$ cat src/core/gptsc_regs.svh
// Register offsets, field positions, reset values and timing constants
`ifndef GPTSC_REGS_SVH
`define GPTSC_REGS_SVH

// ==========================================================
// Register offsets
`define GPTSC_OFF_STATUS   8'h28
`define GPTSC_OFF_SMIEN    8'h2A
`define GPTSC_OFF_RLDEN    8'h38
`define GPTSC_OFF_OUTLVL   8'h4C
`define GPTSC_OFF_CTRL     8'h90
`define GPTSC_OFF_MISC1    8'h94
`define GPTSC_OFF_MISC2    8'h95

// ==========================================================
// Timer control fields
`define GPTSC_B_CNT_HI     23
`define GPTSC_B_CNT_LO     16
`define GPTSC_A_CNT_HI     15
`define GPTSC_A_CNT_LO     8
`define GPTSC_B_START      7
`define GPTSC_B_AUTO       6
`define GPTSC_B_TICK_HI    5
`define GPTSC_B_TICK_LO    4
`define GPTSC_A_START      3
`define GPTSC_A_AUTO       2
`define GPTSC_A_TICK_HI    1
`define GPTSC_A_TICK_LO    0

// ==========================================================
// Status, enable and misc fields
`define GPTSC_STAT_B       3
`define GPTSC_STAT_A       2
`define GPTSC_OSEL_HI      1
`define GPTSC_OSEL_LO      0
`define GPTSC_PADMUX_BIT   1
`define GPTSC_OUTLVL_BIT   7

// ==========================================================
// Reset values
`define GPTSC_MISC1_RST    8'h88
`define GPTSC_MISC2_RST    8'h40
`define GPTSC_BYTE_ZERO    8'h00
`define GPTSC_WORD_ZERO    32'h0000_0000
`define GPTSC_COUNT_ONE    8'h01

// ==========================================================
// Slow reference timing
`define GPTSC_REF_HZ           32768
`define GPTSC_SIXTEENTHS_SEC   16
`define GPTSC_SECONDS_MIN      60
`define GPTSC_REF_PER_SIXTEENTH (`GPTSC_REF_HZ / `GPTSC_SIXTEENTHS_SEC)

`endif

$ cat src/core/gptsc_pkg.sv
// Types shared by the timer and slow clock block
package gptsc_pkg;

  typedef enum logic [1:0] {
    TICK_OFF,
    TICK_SIXTEENTH,
    TICK_SECOND,
    TICK_MINUTE
  } gptsc_tick_e;

  typedef enum logic [1:0] {
    OSEL_FIXED,
    OSEL_1HZ,
    OSEL_4HZ,
    OSEL_16HZ
  } gptsc_osel_e;

  typedef enum logic [1:0] {
    TMR_STOPPED,
    TMR_RUNNING,
    TMR_EXPIRED
  } gptsc_tmr_state_e;

  typedef struct packed {
    logic sixteenth;
    logic second;
    logic minute;
    logic sq1Hz;
    logic sq4Hz;
    logic sq16Hz;
  } gptsc_ticks_s;

  typedef struct packed {
    logic        start;
    logic        autoReload;
    gptsc_tick_e tickSel;
    logic [7:0]  loadValue;
  } gptsc_timer_cfg_s;

endpackage : gptsc_pkg

$ cat src/core/gptsc_tick_gen.sv
// Slow reference divider: timer ticks and slow square waves
`timescale 1ns/100ps
`default_nettype none
`include "gptsc_regs.svh"

module gptsc_tick_gen #(
  parameter int REF_PER_SIXTEENTH = `GPTSC_REF_PER_SIXTEENTH
) (
  input  wire logic                   mclk,
  input  wire logic                   sys_rst,
  input  wire logic                   slowRefClk,
  output gptsc_pkg::gptsc_ticks_s     ticks
);

  logic        refMeta;
  logic        refSync;
  logic        refLast;
  logic        refEdge;
  logic [15:0] preCount;
  logic [3:0]  sixteenthCount;
  logic [5:0]  secondCount;
  logic        preWrap;

  // ==========================================================
  // Reference synchroniser
  always_ff @(posedge mclk or posedge sys_rst) begin
    if (sys_rst) begin
      refMeta <= 1'b0;
      refSync <= 1'b0;
      refLast <= 1'b0;
    end else begin
      refMeta <= slowRefClk;
      refSync <= refMeta;
      refLast <= refSync;
    end
  end

  assign refEdge = refSync & ~refLast;
  assign preWrap = refEdge && (preCount == 16'(REF_PER_SIXTEENTH - 1));

  // ==========================================================
  // Divider chain from the always-on reference
  always_ff @(posedge mclk or posedge sys_rst) begin
    if (sys_rst) begin
      preCount       <= 16'h0000;
      sixteenthCount <= 4'h0;
      secondCount    <= 6'h00;
    end else if (refEdge) begin
      if (preWrap) begin
        preCount <= 16'h0000;
        sixteenthCount <= sixteenthCount + 4'h1;
        if (sixteenthCount == 4'(`GPTSC_SIXTEENTHS_SEC - 1)) begin
          secondCount <= (secondCount == 6'(`GPTSC_SECONDS_MIN - 1)) ? 6'h00
                                                                      : secondCount + 6'h01;
        end
      end else begin
        preCount <= preCount + 16'h0001;
      end
    end
  end

  // ==========================================================
  // Registered tick pulses and square waves
  always_ff @(posedge mclk or posedge sys_rst) begin
    if (sys_rst) begin
      ticks <= '0;
    end else begin
      ticks.sixteenth <= preWrap;
      ticks.second    <= preWrap && (sixteenthCount == 4'(`GPTSC_SIXTEENTHS_SEC - 1));
      ticks.minute    <= preWrap && (sixteenthCount == 4'(`GPTSC_SIXTEENTHS_SEC - 1))
                         && (secondCount == 6'(`GPTSC_SECONDS_MIN - 1));
      ticks.sq16Hz    <= (preCount >= 16'(REF_PER_SIXTEENTH / 2));
      ticks.sq4Hz     <= sixteenthCount[1];
      ticks.sq1Hz     <= sixteenthCount[3];
    end
  end

endmodule : gptsc_tick_gen
`default_nettype wire

$ cat src/core/gptsc_timer.sv
// One general-purpose countdown timer
`timescale 1ns/100ps
`default_nettype none
`include "gptsc_regs.svh"

module gptsc_timer (
  input  wire logic                        mclk,
  input  wire logic                        sys_rst,
  input  var  gptsc_pkg::gptsc_timer_cfg_s cfg,
  input  wire logic                        countWrite,
  input  wire logic                        reloadEvent,
  input  var  gptsc_pkg::gptsc_ticks_s     ticks,
  output logic [7:0]                       count,
  output logic                             timeout
);

  gptsc_pkg::gptsc_tmr_state_e state;
  logic                        startLast;
  logic                        tickHit;

  function automatic logic tick_pick(input gptsc_pkg::gptsc_tick_e sel,
                                     input gptsc_pkg::gptsc_ticks_s t);
    unique case (sel)
      gptsc_pkg::TICK_OFF:       tick_pick = 1'b0;
      gptsc_pkg::TICK_SIXTEENTH: tick_pick = t.sixteenth;
      gptsc_pkg::TICK_SECOND:    tick_pick = t.second;
      gptsc_pkg::TICK_MINUTE:    tick_pick = t.minute;
    endcase
  endfunction : tick_pick

  assign tickHit = tick_pick(cfg.tickSel, ticks);

  always_ff @(posedge mclk or posedge sys_rst) begin
    if (sys_rst) begin
      startLast <= 1'b0;
    end else begin
      startLast <= cfg.start;
    end
  end

  // ==========================================================
  // Count and state
  always_ff @(posedge mclk or posedge sys_rst) begin
    if (sys_rst) begin
      state   <= gptsc_pkg::TMR_STOPPED;
      count   <= `GPTSC_BYTE_ZERO;
      timeout <= 1'b0;
    end else begin
      timeout <= 1'b0;
      if (!cfg.start) begin
        state <= gptsc_pkg::TMR_STOPPED;
        if (countWrite) begin
          count <= cfg.loadValue;
        end
      end else if ((cfg.start && !startLast) || countWrite) begin
        count <= cfg.loadValue;
        state <= gptsc_pkg::TMR_RUNNING;
      end else begin
        unique case (state)
          gptsc_pkg::TMR_RUNNING: begin
            if (reloadEvent) begin
              count <= cfg.loadValue;
            end else if (tickHit) begin
              if (count <= `GPTSC_COUNT_ONE) begin
                timeout <= 1'b1;
                if (cfg.autoReload) begin
                  count <= cfg.loadValue;
                end else begin
                  count <= `GPTSC_BYTE_ZERO;
                  state <= gptsc_pkg::TMR_EXPIRED;
                end
              end else begin
                count <= count - `GPTSC_COUNT_ONE;
              end
            end
          end
          gptsc_pkg::TMR_EXPIRED: begin
            state <= gptsc_pkg::TMR_EXPIRED;
          end
          gptsc_pkg::TMR_STOPPED: begin
            state <= gptsc_pkg::TMR_STOPPED;
          end
          default: begin
            state <= gptsc_pkg::TMR_STOPPED;
          end
        endcase
      end
    end
  end

endmodule : gptsc_timer
`default_nettype wire

$ cat src/core/gptsc_top.sv
// General-purpose timers and slow clock output, register file and pad mux
// Overview of operation
// - Setting timer B start loads bits 23:16 and starts the countdown.
// - Setting timer A start loads bits 15:8; clearing the bit stops it.
// - Reaching zero without reload sets status bit 3 (B) or bit 2 (A).
// - An enabled peripheral event reloads a running timer with its count.
// - Timeout raises the system interrupt only when enable bit 3 or 2 set.
// - Timer B auto-reload bit 6: 0 stops at zero, 1 reloads and continues.
// - Timer A auto-reload bit 2: 0 stops at zero, 1 reloads and continues.
// - Timer B tick bits 5:4: off, 1/16 s, 1 s, 1 minute.
// - Timer A tick bits 1:0 use the same tick encoding.
// - Output select: fixed level bit, 1 Hz, 4 Hz or 16 Hz clock.
// - Pad mux bit: 0 routes suspend-A status, 1 routes slow clock output.
// - Writing a count field loads the timer with the previous count, or the new one when start goes 0 to 1; reading returns live count.
`timescale 1ns/100ps
`default_nettype none
`include "gptsc_regs.svh"

module gptsc_top #(
  parameter int REF_PER_SIXTEENTH = `GPTSC_REF_PER_SIXTEENTH
) (
  input  wire logic        mclk,
  input  wire logic        sys_rst,
  input  wire logic [7:0]  regAddr,
  input  wire logic [31:0] regWdata,
  input  wire logic        regWrite,
  input  wire logic        regRead,
  output logic      [31:0] regRdata,
  input  wire logic        slowRefClk,
  input  wire logic [7:0]  periphEvent,
  input  wire logic        suspendAStatus,
  output logic             sysMgmtInterrupt,
  output logic             sharedPad,
  output logic             slowClockOut
);

  // ==========================================================
  // Register state
  gptsc_pkg::gptsc_timer_cfg_s cfgA;
  gptsc_pkg::gptsc_timer_cfg_s cfgB;
  logic [7:0]                  miscOne;
  logic [7:0]                  miscTwo;
  logic [1:0]                  timeoutStatus;
  logic [1:0]                  timeoutEnable;
  logic [7:0]                  reloadEnable;
  logic                        fixedLevel;

  // ==========================================================
  // Internal wiring
  gptsc_pkg::gptsc_ticks_s     ticks;
  gptsc_pkg::gptsc_osel_e      outSel;
  logic [7:0]                  countA;
  logic [7:0]                  countB;
  logic                        timeoutA;
  logic                        timeoutB;
  logic                        reloadHit;
  logic                        ctrlWrite;
  logic                        next_slowClock;
  logic [31:0]                 next_rdata;
  logic [1:0]                  clearMask;

  function automatic logic addr_write(input logic [7:0] addr,
                                      input logic [7:0] off,
                                      input logic       we);
    addr_write = we && (addr == off);
  endfunction : addr_write

  assign ctrlWrite = addr_write(regAddr, `GPTSC_OFF_CTRL, regWrite);
  assign reloadHit = |(periphEvent & reloadEnable);
  assign outSel    = gptsc_pkg::gptsc_osel_e'(miscOne[`GPTSC_OSEL_HI:`GPTSC_OSEL_LO]);

  // ==========================================================
  // Timer control register
  always_ff @(posedge mclk or posedge sys_rst) begin
    if (sys_rst) begin
      cfgA <= '0;
      cfgB <= '0;
    end else if (ctrlWrite) begin
      cfgB.loadValue  <= regWdata[`GPTSC_B_CNT_HI:`GPTSC_B_CNT_LO];
      cfgA.loadValue  <= regWdata[`GPTSC_A_CNT_HI:`GPTSC_A_CNT_LO];
      cfgB.start      <= regWdata[`GPTSC_B_START];
      cfgB.autoReload <= regWdata[`GPTSC_B_AUTO];
      cfgB.tickSel    <= gptsc_pkg::gptsc_tick_e'(
                           regWdata[`GPTSC_B_TICK_HI:`GPTSC_B_TICK_LO]);
      cfgA.start      <= regWdata[`GPTSC_A_START];
      cfgA.autoReload <= regWdata[`GPTSC_A_AUTO];
      cfgA.tickSel    <= gptsc_pkg::gptsc_tick_e'(
                           regWdata[`GPTSC_A_TICK_HI:`GPTSC_A_TICK_LO]);
    end
  end

  // ==========================================================
  // Misc configuration bytes
  always_ff @(posedge mclk or posedge sys_rst) begin
    if (sys_rst) begin
      miscOne <= `GPTSC_MISC1_RST;
    end else if (addr_write(regAddr, `GPTSC_OFF_MISC1, regWrite)) begin
      miscOne <= regWdata[7:0];
    end
  end

  always_ff @(posedge mclk or posedge sys_rst) begin
    if (sys_rst) begin
      miscTwo <= `GPTSC_MISC2_RST;
    end else if (addr_write(regAddr, `GPTSC_OFF_MISC2, regWrite)) begin
      miscTwo <= regWdata[7:0];
    end
  end

  // ==========================================================
  // Interrupt enable, reload enable and fixed output level
  always_ff @(posedge mclk or posedge sys_rst) begin
    if (sys_rst) begin
      timeoutEnable <= 2'b00;
    end else if (addr_write(regAddr, `GPTSC_OFF_SMIEN, regWrite)) begin
      timeoutEnable <= {regWdata[`GPTSC_STAT_B], regWdata[`GPTSC_STAT_A]};
    end
  end

  always_ff @(posedge mclk or posedge sys_rst) begin
    if (sys_rst) begin
      reloadEnable <= `GPTSC_BYTE_ZERO;
    end else if (addr_write(regAddr, `GPTSC_OFF_RLDEN, regWrite)) begin
      reloadEnable <= regWdata[7:0];
    end
  end

  always_ff @(posedge mclk or posedge sys_rst) begin
    if (sys_rst) begin
      fixedLevel <= 1'b0;
    end else if (addr_write(regAddr, `GPTSC_OFF_OUTLVL, regWrite)) begin
      fixedLevel <= regWdata[`GPTSC_OUTLVL_BIT];
    end
  end

  // ==========================================================
  // Timeout status, write one to clear, set wins
  always_comb begin
    clearMask = 2'b00;
    if (addr_write(regAddr, `GPTSC_OFF_STATUS, regWrite)) begin
      clearMask = {regWdata[`GPTSC_STAT_B], regWdata[`GPTSC_STAT_A]};
    end
  end

  always_ff @(posedge mclk or posedge sys_rst) begin
    if (sys_rst) begin
      timeoutStatus <= 2'b00;
    end else begin
      timeoutStatus <= (timeoutStatus & ~clearMask) | {timeoutB, timeoutA};
    end
  end

  always_ff @(posedge mclk or posedge sys_rst) begin
    if (sys_rst) begin
      sysMgmtInterrupt <= 1'b0;
    end else begin
      sysMgmtInterrupt <= |(timeoutStatus & timeoutEnable);
    end
  end

  // ==========================================================
  // Tick generator and the two timers
  gptsc_tick_gen #(
    .REF_PER_SIXTEENTH (REF_PER_SIXTEENTH)
  ) u_tick_gen (
    .mclk       (mclk),
    .sys_rst    (sys_rst),
    .slowRefClk (slowRefClk),
    .ticks      (ticks)
  );

  gptsc_timer u_timer_a (
    .mclk        (mclk),
    .sys_rst     (sys_rst),
    .cfg         (cfgA),
    .countWrite  (ctrlWrite),
    .reloadEvent (reloadHit),
    .ticks       (ticks),
    .count       (countA),
    .timeout     (timeoutA)
  );

  gptsc_timer u_timer_b (
    .mclk        (mclk),
    .sys_rst     (sys_rst),
    .cfg         (cfgB),
    .countWrite  (ctrlWrite),
    .reloadEvent (reloadHit),
    .ticks       (ticks),
    .count       (countB),
    .timeout     (timeoutB)
  );

  // ==========================================================
  // Slow clock select and shared pad
  always_comb begin
    unique case (outSel)
      gptsc_pkg::OSEL_FIXED: next_slowClock = fixedLevel;
      gptsc_pkg::OSEL_1HZ:   next_slowClock = ticks.sq1Hz;
      gptsc_pkg::OSEL_4HZ:   next_slowClock = ticks.sq4Hz;
      gptsc_pkg::OSEL_16HZ:  next_slowClock = ticks.sq16Hz;
    endcase
  end

  always_ff @(posedge mclk or posedge sys_rst) begin
    if (sys_rst) begin
      slowClockOut <= 1'b0;
      sharedPad    <= 1'b0;
    end else begin
      slowClockOut <= next_slowClock;
      sharedPad    <= miscTwo[`GPTSC_PADMUX_BIT] ? next_slowClock
                                                 : suspendAStatus;
    end
  end

  // ==========================================================
  // Read data, one cycle after the strobe
  always_comb begin
    next_rdata = `GPTSC_WORD_ZERO;
    unique case (regAddr)
      `GPTSC_OFF_CTRL: begin
        next_rdata[`GPTSC_B_CNT_HI:`GPTSC_B_CNT_LO]   = countB;
        next_rdata[`GPTSC_A_CNT_HI:`GPTSC_A_CNT_LO]   = countA;
        next_rdata[`GPTSC_B_START]                    = cfgB.start;
        next_rdata[`GPTSC_B_AUTO]                     = cfgB.autoReload;
        next_rdata[`GPTSC_B_TICK_HI:`GPTSC_B_TICK_LO] = cfgB.tickSel;
        next_rdata[`GPTSC_A_START]                    = cfgA.start;
        next_rdata[`GPTSC_A_AUTO]                     = cfgA.autoReload;
        next_rdata[`GPTSC_A_TICK_HI:`GPTSC_A_TICK_LO] = cfgA.tickSel;
      end
      `GPTSC_OFF_MISC1:  next_rdata[7:0] = miscOne;
      `GPTSC_OFF_MISC2:  next_rdata[7:0] = miscTwo;
      `GPTSC_OFF_STATUS: begin
        next_rdata[`GPTSC_STAT_B] = timeoutStatus[1];
        next_rdata[`GPTSC_STAT_A] = timeoutStatus[0];
      end
      `GPTSC_OFF_SMIEN: begin
        next_rdata[`GPTSC_STAT_B] = timeoutEnable[1];
        next_rdata[`GPTSC_STAT_A] = timeoutEnable[0];
      end
      `GPTSC_OFF_RLDEN:  next_rdata[7:0] = reloadEnable;
      `GPTSC_OFF_OUTLVL: next_rdata[`GPTSC_OUTLVL_BIT] = fixedLevel;
      default:           next_rdata = `GPTSC_WORD_ZERO;
    endcase
  end

  always_ff @(posedge mclk or posedge sys_rst) begin
    if (sys_rst) begin
      regRdata <= `GPTSC_WORD_ZERO;
    end else if (regRead) begin
      regRdata <= next_rdata;
    end else begin
      regRdata <= `GPTSC_WORD_ZERO;
    end
  end

endmodule : gptsc_top
`default_nettype wire

$ cat config.mk
export PLATFORM = sky130hd
export DESIGN_NAME = gptsc_top
export DESIGN_NICKNAME = d
export VERILOG_FILES = /design/src/core/gptsc_pkg.sv /design/src/core/gptsc_tick_gen.sv /design/src/core/gptsc_timer.sv /design/src/core/gptsc_top.sv
export VERILOG_INCLUDE_DIRS = /design/src /design/src/core
export SDC_FILE = /design/constraint.sdc
export NUM_CORES = 1
export LEC_CHECK = 0
export ABC_AREA = 1
export BUFFER_PORTS_ARGS = -buffer_cell sky130_fd_sc_hd__buf_4
export CAP_MARGIN = 20
export CORE_ASPECT_RATIO = 0.8
export CORE_UTILIZATION = 45
export DETAILED_ROUTE_END_ITERATION = 8
export GPL_ROUTABILITY_DRIVEN = 0
export SLEW_MARGIN = 20
export SYNTH_ARGS = -nofsm -noshare
export SYNTH_HDL_FRONTEND = slang
export SYNTH_SLANG_ARGS = --single-unit
$ cat constraint.sdc
create_clock -name mclk -period 12.5 [get_ports mclk]
set_input_delay 2.5 -clock mclk [delete_from_list [all_inputs] [get_ports mclk]]
set_output_delay 2.5 -clock mclk [all_outputs]
set_load 0.01 [all_outputs]
==> results by stage, run 1 <==
Status:
- The run finished, with violations left.
- The final reports fail on DRC.

Setup path:
- The largest incremental delay on the critical path is about 0.38 ns.
- The slowest stage of the critical path is the sky130_fd_sc_hd__nand3_4 cell.
- The data arrival time of the critical path is ~4.4 ns.
- The start-to-end type of the worst setup path is input port to flop.
- Walking the worst path, the cells encountered are buf_4, inv_1, nand2_1, nor2_2, nand3_4, clkinv_4, nor2_1, a21oi_4, inv_2, nand2_1, nand2_1.
- The type of element launching the critical path is an input port.
- The most frequent cell on the critical path is sky130_fd_sc_hd__nand2_1.
- In this run the worst path has a maximum fanout of 34.
- At the worst endpoint, the required time is roughly 13 ns.
- The critical path endpoint category is a flop.

STA:
- The final-layout setup total negative slack is 0 ns.
- Setup repair after global routing left no endpoint under its margin.
- The final hold violation count is 0.
- Of the available clock period, the critical path in the final layout requires 0.3303.
- For the finished layout, the period the worst path requires is 4.129 ns.
- The post-route clock skew is just under 0.009 ns.
- The highest achievable clock rate is between 0.2 and 0.25 GHz.
- Setup violations remaining at the end of the flow were counted as 0.
- Headroom to the max-slew limit came out at 0.3664.
- The count of pins over their slew limit is 0.
- At the pin with the least slew margin, the transition time is roughly 0.95 ns.

Logic synthesis:
- The unique cell type count in the Yosys netlist is 43.
- The sequential element share of the synthesized area is 0.5196.
- The count of synthesis-stage warnings from yosys is 0.
- The post-synthesis instance total is around 800.
- The register bit total from synthesis is ~140.
- By instance count, the leading cell after synthesis is sky130_fd_sc_hd__nand2_1.
- The number of flops mapped to enable cells by yosys is 0.
- Each instance of the synthesized netlist takes up on average about 8.3 um^2.
- The dominant cell type by area after synthesis is sky130_fd_sc_hd__dfrtp_1.
- The share of synthesized area in the top cell type comes to 0.5078.
- By count the netlist is led by 264 x sky130_fd_sc_hd__nand2_1, 136 x sky130_fd_sc_hd__dfrtp_1, 79 x sky130_fd_sc_hd__inv_1.
- The post-synthesis cell area is roughly 6700 um^2.
- The prevailing post-synth register cell is sky130_fd_sc_hd__dfrtp_1.
- Ranked by total cell area, the synthesized netlist is headed by sky130_fd_sc_hd__dfrtp_1 51%, sky130_fd_sc_hd__nand2_1 15%, sky130_fd_sc_hd__inv_1 4.4%.
- For this run, asynchronously set or reset flops after synthesis account for 1.000.

Global route:
- The aggregate global-route resource usage is 0.2079.
- The first global-routing pass estimated approximately 26 mm of wire.
- The number of global-route vias before repair is between 5000 and 6000.
- Entering global routing, the biggest net connects 74 pins.
- The sum of overflow across all layers after global routing is 0.
- The number of antenna violations at the first check in global routing came to 0.

CTS:
- Clock latency on the worst-skew pair, taken at its later pin, is 0.41 ns.
- The TritonCTS sink count is between 100 and 150.
- The post-cts hold buffer count is 0.
- The post-cts repair resize count is 0.
- The number of buffers on the longest clock path is 2.
- TritonCTS built the clock tree.
- The buffer count from post-CTS setup fixing is 0.
- The clock-pin slew of the registers on the worst-case setup and hold paths is about 0.06 ns.
- The H-tree was split into 4 levels.
- The clock root buffer is sky130_fd_sc_hd__clkbuf_16.
- The TritonCTS buffer count is 17.

Drt:
- The remaining number of nets flagged by the antenna check after routing is 0.
- Dividing the detail-routed wire length by the instance count gives between 10 and 15 um.
- Before antenna repair, the detailed router went through 7 iterations.
- Summing over every cut layer, the via total after detailed routing is around 5400.
- In this run, the number of DRC markers left after iteration 0 of detailed routing was between 300 and 400.
- The remaining routing DRC violations is 6.
- The final layout contains routed wiring with a total length of between 10 and 15 mm.
- Using the TritonRoute via totals, the vias-per-cell ratio works out to 5.000.

Floorplanning:
- The core region is 14400 um^2.
- slightly below 90 I/O pins were placed.
- The initial core utilization is 0.4655.
- The chip height is ~110 um.
- The floorplan row count is 39.
- The floorplan step defined a die boundary enclosing around 15000 um^2.
- The floorplan step set the die width to ~140 um.

Power and ir drop:
- The power after layout is 0.001210 W.
- Summed over all cells, the static leakage comes to just over 4 nW.
- The largest vdd supply drop is 104.7 uV.
- The power density of the placed cells is between 100 and 150 nW/um^2.

Final layout:
- The area growth from synthesis to final layout is 20.46%.
- In the final layout, the share of cells above drive strength 1 is 0.1561.
- Across the whole layout, storage elements account for 3482 um^2.
- The number of antenna diodes is 0.
- The final cell area excluding filler cells is between 8000 and 9000 um^2.
- At the end of the flow, the number of nets in the layout was ~950.
- The filler cells instantiated in the layout total about 1300.
- The combined area of the multi-input logic cells is between 2000 and 3000 um^2.

Place:
- The area of placed instances is 7388 um^2.
- Detailed placement finished with a half-perimeter wire length of 10.33 mm.
- The count of buffers added on input and output ports is between 70 and 80.

Flow run:
- The tool flagged a number of max-cap violations equal to 0.

Worst hold path:
- The worst hold path class is flop to flop.
-- logic make-up after synthesis --
| logic type | synth area share |
|---|---|
| buffers and inverters | 0.06609 |
| XOR/XNOR | 0.03006 |
| adder cells (fa/ha/maj) | 0.01867 |
| flip-flops | 0.5196 |
| AO/OA/AOI/OAI | 0.06161 |
| multiplexers | 0.001680 |
| other | 0.0005596 |
| AND/OR/NAND/NOR | 0.3017 |
-- final cells by class --
type,count,share of cell area
clock buffer,21,0.05828
multi-input combinational,569,0.3472
inverter,84,0.04030
tap,184,0.02852
clock inverter,11,0.02650
timing repair buffer,73,0.06789
sequential,139,0.4313
-- metal layers --
metal / GRT usage / share of wire / vias up
met5: 0 / 0 / -
li1: - / - / 2714
met2: 0.3286 / 0.46 / 117
met1: 0.2871 / 0.49 / 2560
met3: 0.04536 / 0.038 / 14
met4: 0.06142 / 0.011 / 0
-- worst max-delay path: cells and delay by family --
family	cells	cell delay, ns
simple gates	6	0.90
buf+inv	4	0.74
compound gates	1	0.26
-- cell usage in the layout (no fill, tap or decap), types with 2 or more instances in the layout --
cell                           n
sky130_fd_sc_hd__nand2_1     264
sky130_fd_sc_hd__dfrtp_1     136
sky130_fd_sc_hd__inv_1        78
sky130_fd_sc_hd__buf_4        73
sky130_fd_sc_hd__nor2_1       60
sky130_fd_sc_hd__nand3_1      57
sky130_fd_sc_hd__o21ai_0      51
sky130_fd_sc_hd__nor3_1       24
sky130_fd_sc_hd__xor2_1       17
sky130_fd_sc_hd__clkbuf_16    17
sky130_fd_sc_hd__nand4_1      13
sky130_fd_sc_hd__o21ai_1      12
sky130_fd_sc_hd__ha_1         10
sky130_fd_sc_hd__conb_1        8
sky130_fd_sc_hd__a21oi_1       7
sky130_fd_sc_hd__xnor2_1       6
sky130_fd_sc_hd__bufinv_16     6
sky130_fd_sc_hd__nor2_4        5
sky130_fd_sc_hd__nor2_2        4
sky130_fd_sc_hd__nor4_1        4
sky130_fd_sc_hd__nand2_2       4
sky130_fd_sc_hd__nand3_2       3
sky130_fd_sc_hd__inv_2         3
sky130_fd_sc_hd__clkbuf_8      3
sky130_fd_sc_hd__dfstp_2       3
sky130_fd_sc_hd__and3_1        2
sky130_fd_sc_hd__clkinv_4      2
sky130_fd_sc_hd__nand2_4       2
sky130_fd_sc_hd__o21bai_1      2
sky130_fd_sc_hd__nand3_4       2
sky130_fd_sc_hd__clkinv_2      2
sky130_fd_sc_hd__clkinvlp_4    2
-- sequential cells by signal (all words and copies together) (netlist names), 2 cells and up --
name and count:
regRdata 24, u_tick_gen.preCount 16, cfgA 12, cfgB 12, miscOne 8, miscTwo 8
reloadEnable 8, u_timer_a.count 8, u_timer_b.count 8, u_tick_gen.secondCount 6, u_tick_gen.ticks 6, u_tick_gen.sixteenthCount 4
timeoutEnable 2, timeoutStatus 2, u_timer_a.state 2, u_timer_b.state 2
-- worst paths after layout --
| path | from | slack [ns] | to | cells past startpoint |
|---|---|---|---|---|
| max | regAddr[3] | 8.37 | u_timer_a.count[2] | 11 |
| max reg2reg | u_timer_a.count[0] | 10.42 | u_timer_a.count[2] | 9 |
| min in group asynchronous | sys_rst | 2.17 | regRdata[17] | 2 |
| min reg2reg | u_tick_gen.refMeta | 0.36 | u_tick_gen.refSync | 0 |
| min | u_tick_gen.refMeta | 0.36 | u_tick_gen.refSync | 0 |
| max in group asynchronous | sys_rst | 8.95 | regRdata[2] | 3 |
-- stage by stage --
step,utilization,setup WS [ns],instances,hold WS (ns)
final,0.5608,8.371,1081,0.3568
after global routing,0.5608,8.178,1081,0.3663
after CTS,0.5608,8.389,1081,0.3593
after detailed placement,0.5133,7.964,1049,0.3434
after global placement,0.5133,7.994,1049,0.3435
after floorplan,-,6.280,811,0.3312
-- where the power goes --
group | leakage (nW) | switching [W] | internal (W)
clock | 0.329 | 0.000185 | 0.000390
sequential | 1.87 | 0.0000185 | 0.000472
combinational | 1.91 | 0.0000913 | 0.0000530
total | 4.11 | 0.000295 | 0.000915
Power figures use the tool's default switching activity.
==> run 2: changes to the inputs <==
- ABC_AREA: 1 -> 0
- PLACE_DENSITY: default -> 0.68
- clock period: 12.5 -> 3.6 ns (I/O delays scaled with it)
==> results by stage, run 2 <==
Status:
- The run finished with clean final reports.

Logic synthesis:
- In this run, synthesis produced a sequential element count of roughly 140.
- The average cell area after synthesis is roughly 12 um^2.
- In the synthesized netlist the dominant register cell turns out to be sky130_fd_sc_hd__dfrtp_1.
- The count of synthesis-stage warnings from yosys is 0.
- Counting instances in the post-synthesis netlist gives the leading cell types as 136 x sky130_fd_sc_hd__dfrtp_1, 56 x sky130_fd_sc_hd__mux2_2, 30 x sky130_fd_sc_hd__inv_1.
- Yosys attributes the largest share of cell area to sky130_fd_sc_hd__dfrtp_1 54%, sky130_fd_sc_hd__mux2_2 10%, sky130_fd_sc_hd__a22oi_1 3.5%.
- In this run, distinct cell masters in the synthesized netlist total 60.
- Synthesis produced a netlist whose cell count is 520.
- The most common cell in the synthesized netlist is sky130_fd_sc_hd__dfrtp_1.
- The sequential element share of the synthesized area is 0.5563.
- Of the post-synthesis cell area, the dominant cell type holds 0.5437.
- The post-synthesis cell area is between 6000 and 7000 um^2.
- In this run, synthesis inferred 0 flip-flops with an integrated enable.
- The dominant cell type by area after synthesis is sky130_fd_sc_hd__dfrtp_1.
- The proportion of register bits with asynchronous set or reset after synthesis is 1.000.

STA:
- Counting I/O delays and the setup requirement, the final critical path takes 2.526 ns.
- Derived from the worst setup path, the maximum achievable clock frequency is roughly 0.40 GHz.
- The actual transition at the worst max-transition pin is about 0.96 ns.
- The final hold violation count was 0.
- The post-route clock skew is approximately 0.012 ns.
- The final-layout setup total negative slack is 0 ns.
- The count of pins over their slew limit is 0.
- On the final layout, the worst hold slack is between 0.3 and 0.4 ns.
- The relative slew slack is 0.3523.
- In the finished design, the share of the clock period the worst path needs comes to 0.7016.
- Setup repair after global routing left no endpoint under its margin.
- Setup violations remaining at the end of the flow were counted as 0.

Setup path:
- In this run the critical register-to-register path is launched from u_timer_a.count[4].
- The largest fanout of any net on the critical path is 12.
- The setup slack of the most critical reg-to-reg path is 1.10 ns.
- The path depth of the worst reg2reg path is 6.
- The type of element launching the critical path is an input port.
- In this run the critical register-to-register path is captured at u_timer_a.count[5].
- The data required time of the critical path is just under 4 ns.
- STA classifies the critical path endpoint as a flop.
- The data arrival time of the critical path is roughly 2.9 ns.
- The start-to-end type of the worst setup path is input port to flop.

Global route:
- Entering global routing, the biggest net connects 140 pins.
- The number of global-route vias before repair is approximately 4400.
- The sum of overflow across all layers after global routing is 0.
- The number of antenna violations at the first check in global routing came to 0.
- In the global route stage, overall resource usage came out at 0.1974.
- The first global-routing pass estimated approximately 22 mm of wire.

Floorplanning:
- The chip height is between 100 and 150 um.
- approximately 90 I/O pins were placed.
- The floorplan step defined a die boundary enclosing around 14000 um^2.
- The overall die width is ~130 um.
- Row generation in the floorplan step produced 38 rows.
- The core region area is 13550 um^2.
- The initial core utilization is 0.4620.

Final layout:
- The register with the most flip-flops in the layout has 24 of them.
- The largest registers in the layout are regRdata x24, u_tick_gen.preCount x16.
- The sequential cell area in the final layout is between 3000 and 4000 um^2.
- The multi-input combinational cells in the finished layout cover a total of between 2000 and 3000 um^2.
- Leaving out fill and tap cells, the most frequent cell in the layout is sky130_fd_sc_hd__dfrtp_1.
- In the layout the commonest cells are 136 x sky130_fd_sc_hd__dfrtp_1, 77 x sky130_fd_sc_hd__buf_4, 56 x sky130_fd_sc_hd__mux2_2.
- Once layout is complete, the utilization of the core stands at 0.5628.
- The register ranked first by flip-flop count is regRdata.
- The filler cells instantiated in the layout total between 1000 and 1500.
- The number of antenna diodes in the final layout is 0.
- For this run, the post-layout net count is ~670.
- In the final layout, the share of cells above drive strength 1 is 0.2866.
- The area growth from synthesis to final layout is 21.83%.
- After routing the design area is 7626 um^2.

CTS:
- The buffer count from post-CTS setup fixing is 0.
- In this run, post-CTS hold repair placed 0 buffers.
- The clock-pin slew of the registers on the worst-case setup and hold paths is about 0.050 ns.
- Clock latency on the worst-skew pair, taken at its later pin, is between 0.4 and 0.5 ns.
- The longest clock path from root to sink contains 2 buffers.
- The TritonCTS buffer count is 17.
- The tree built by TritonCTS fans out to about 140 sinks.
- The CTS H-tree depth is 4.
- The clock tree from TritonCTS is built.
- The clock root buffer is sky130_fd_sc_hd__clkbuf_16.
- The post-cts repair resize count is 0.

Worst hold path:
- The worst hold path passes through 0 cells.
- The worst hold path class is flop to flop.
- The worst hold path terminates at u_tick_gen.refSync.
- The start point of the worst hold path is u_tick_gen.refMeta.

Drt:
- Summing over every cut layer, the via total after detailed routing is about 4500.
- In the routed design, unresolved DRC markers number 0.
- The mean routed wirelength per cell is about 17 um.
- For this block, the initial DRC count from the detailed router was 410.
- The first-pass detailed-route iteration total is 6.
- In the routed layout, each cell is associated on average with a via count of around 5.6.
- The remaining number of nets flagged by the antenna check after routing is 0.
- The total length of routed wires is between 10 and 15 mm.

Place:
- After legalization and detailed placement, the total HPWL measured approximately 9 mm.
- The area of placed instances is between 6000 and 7000 um^2.
- Buffers placed on the I/O ports in this run total 72.

Power and ir drop:
- The power after layout is between 0.004 and 0.005 W.
- The largest vdd supply drop is around 330 uV.
- The static leakage is about 3.8 nW.
- The power density of the placed cells is approximately 530 nW/um^2.

Flow run:
- Across the run, the number of max-cap violations was 0.
-- run 2: cell types whose count changed after synthesis, moves of 9 or more --
cell                       previous run  this run
sky130_fd_sc_hd__nor2_1              60        20
sky130_fd_sc_hd__o21ai_1             12         0
sky130_fd_sc_hd__nor3_1              24        11
sky130_fd_sc_hd__nand2_1            264        28
sky130_fd_sc_hd__inv_1               79        30
sky130_fd_sc_hd__clkbuf_1             4        13
sky130_fd_sc_hd__o21ai_0             51         6
sky130_fd_sc_hd__and3_1               2        23
sky130_fd_sc_hd__o22ai_1              1        12
sky130_fd_sc_hd__a32oi_1              0        10
sky130_fd_sc_hd__mux2_2               1        56
sky130_fd_sc_hd__a22oi_1              0        29
sky130_fd_sc_hd__nand3_1             57         8
-- run 2: cell families after synthesis --
kind of cell             share of synthesized area
flip-flops                                  0.5563
AND/OR/NAND/NOR                             0.1217
AO/OA/AOI/OAI                               0.1189
multiplexers                                0.1195
buffers and inverters                      0.03918
XOR/XNOR                                   0.02379
adder cells (fa/ha/maj)                    0.01999
other                                    0.0005991
-- run 2: cell type report --
cell class	count	area share
Multi-Input combinational cell	334	0.3362
Timing Repair Buffer	79	0.07908
Clock inverter	11	0.02559
Clock buffer	21	0.05775
Tap cell	180	0.02953
Inverter	30	0.01526
Sequential cell	139	0.4566
-- run 2: metal layers --
metal / share of wire / global-route usage / routed length (um)
met1: 0.47 / 0.2700 / 6289
met2: 0.47 / 0.3020 / 6238
met4: 0.0054 / 0.05763 / 72
met5: 0 / 0 / 0
met3: 0.061 / 0.05979 / 814
-- run 2: how the worst max path moves through the flow --
stage	from	end	slack [ns]	cells past startpoint
floorplan	regAddr[0]	u_timer_a.count[1]	0.99	7
global placement	periphEvent[1]	u_timer_b.count[7]	0.64	7
detailed placement	regAddr[0]	u_timer_a.count[1]	0.68	6
CTS	u_timer_a.count[4]	u_timer_a.count[5]	1.04	5
global route	u_timer_a.count[4]	u_timer_a.state[0]	0.89	5
finish	regAddr[0]	u_timer_b.count[4]	1.07	6
-- run 2: stage by stage --
stage                     setup WS [ns]  cells
after detailed placement         0.6764    761
after global placement           0.6365    761
after global routing             0.8890    794
after floorplan                  0.9875    527
final                             1.074    794
after CTS                         1.036    793
-- run 2: report_power, final --
part           internal, W  switching, W
Combinational     0.000168      0.000234
Sequential         0.00166     0.0000984
Clock              0.00123      0.000648
Total              0.00306      0.000981
-- run 2: critical path, cell delays in order --
cell and delay [ns]:
sky130_fd_sc_hd__buf_4 0.12, sky130_fd_sc_hd__or4b_1 0.63, sky130_fd_sc_hd__or3_1 0.60, sky130_fd_sc_hd__a21boi_4 0.27, sky130_fd_sc_hd__and2_1 0.30, sky130_fd_sc_hd__o22ai_1 0.22
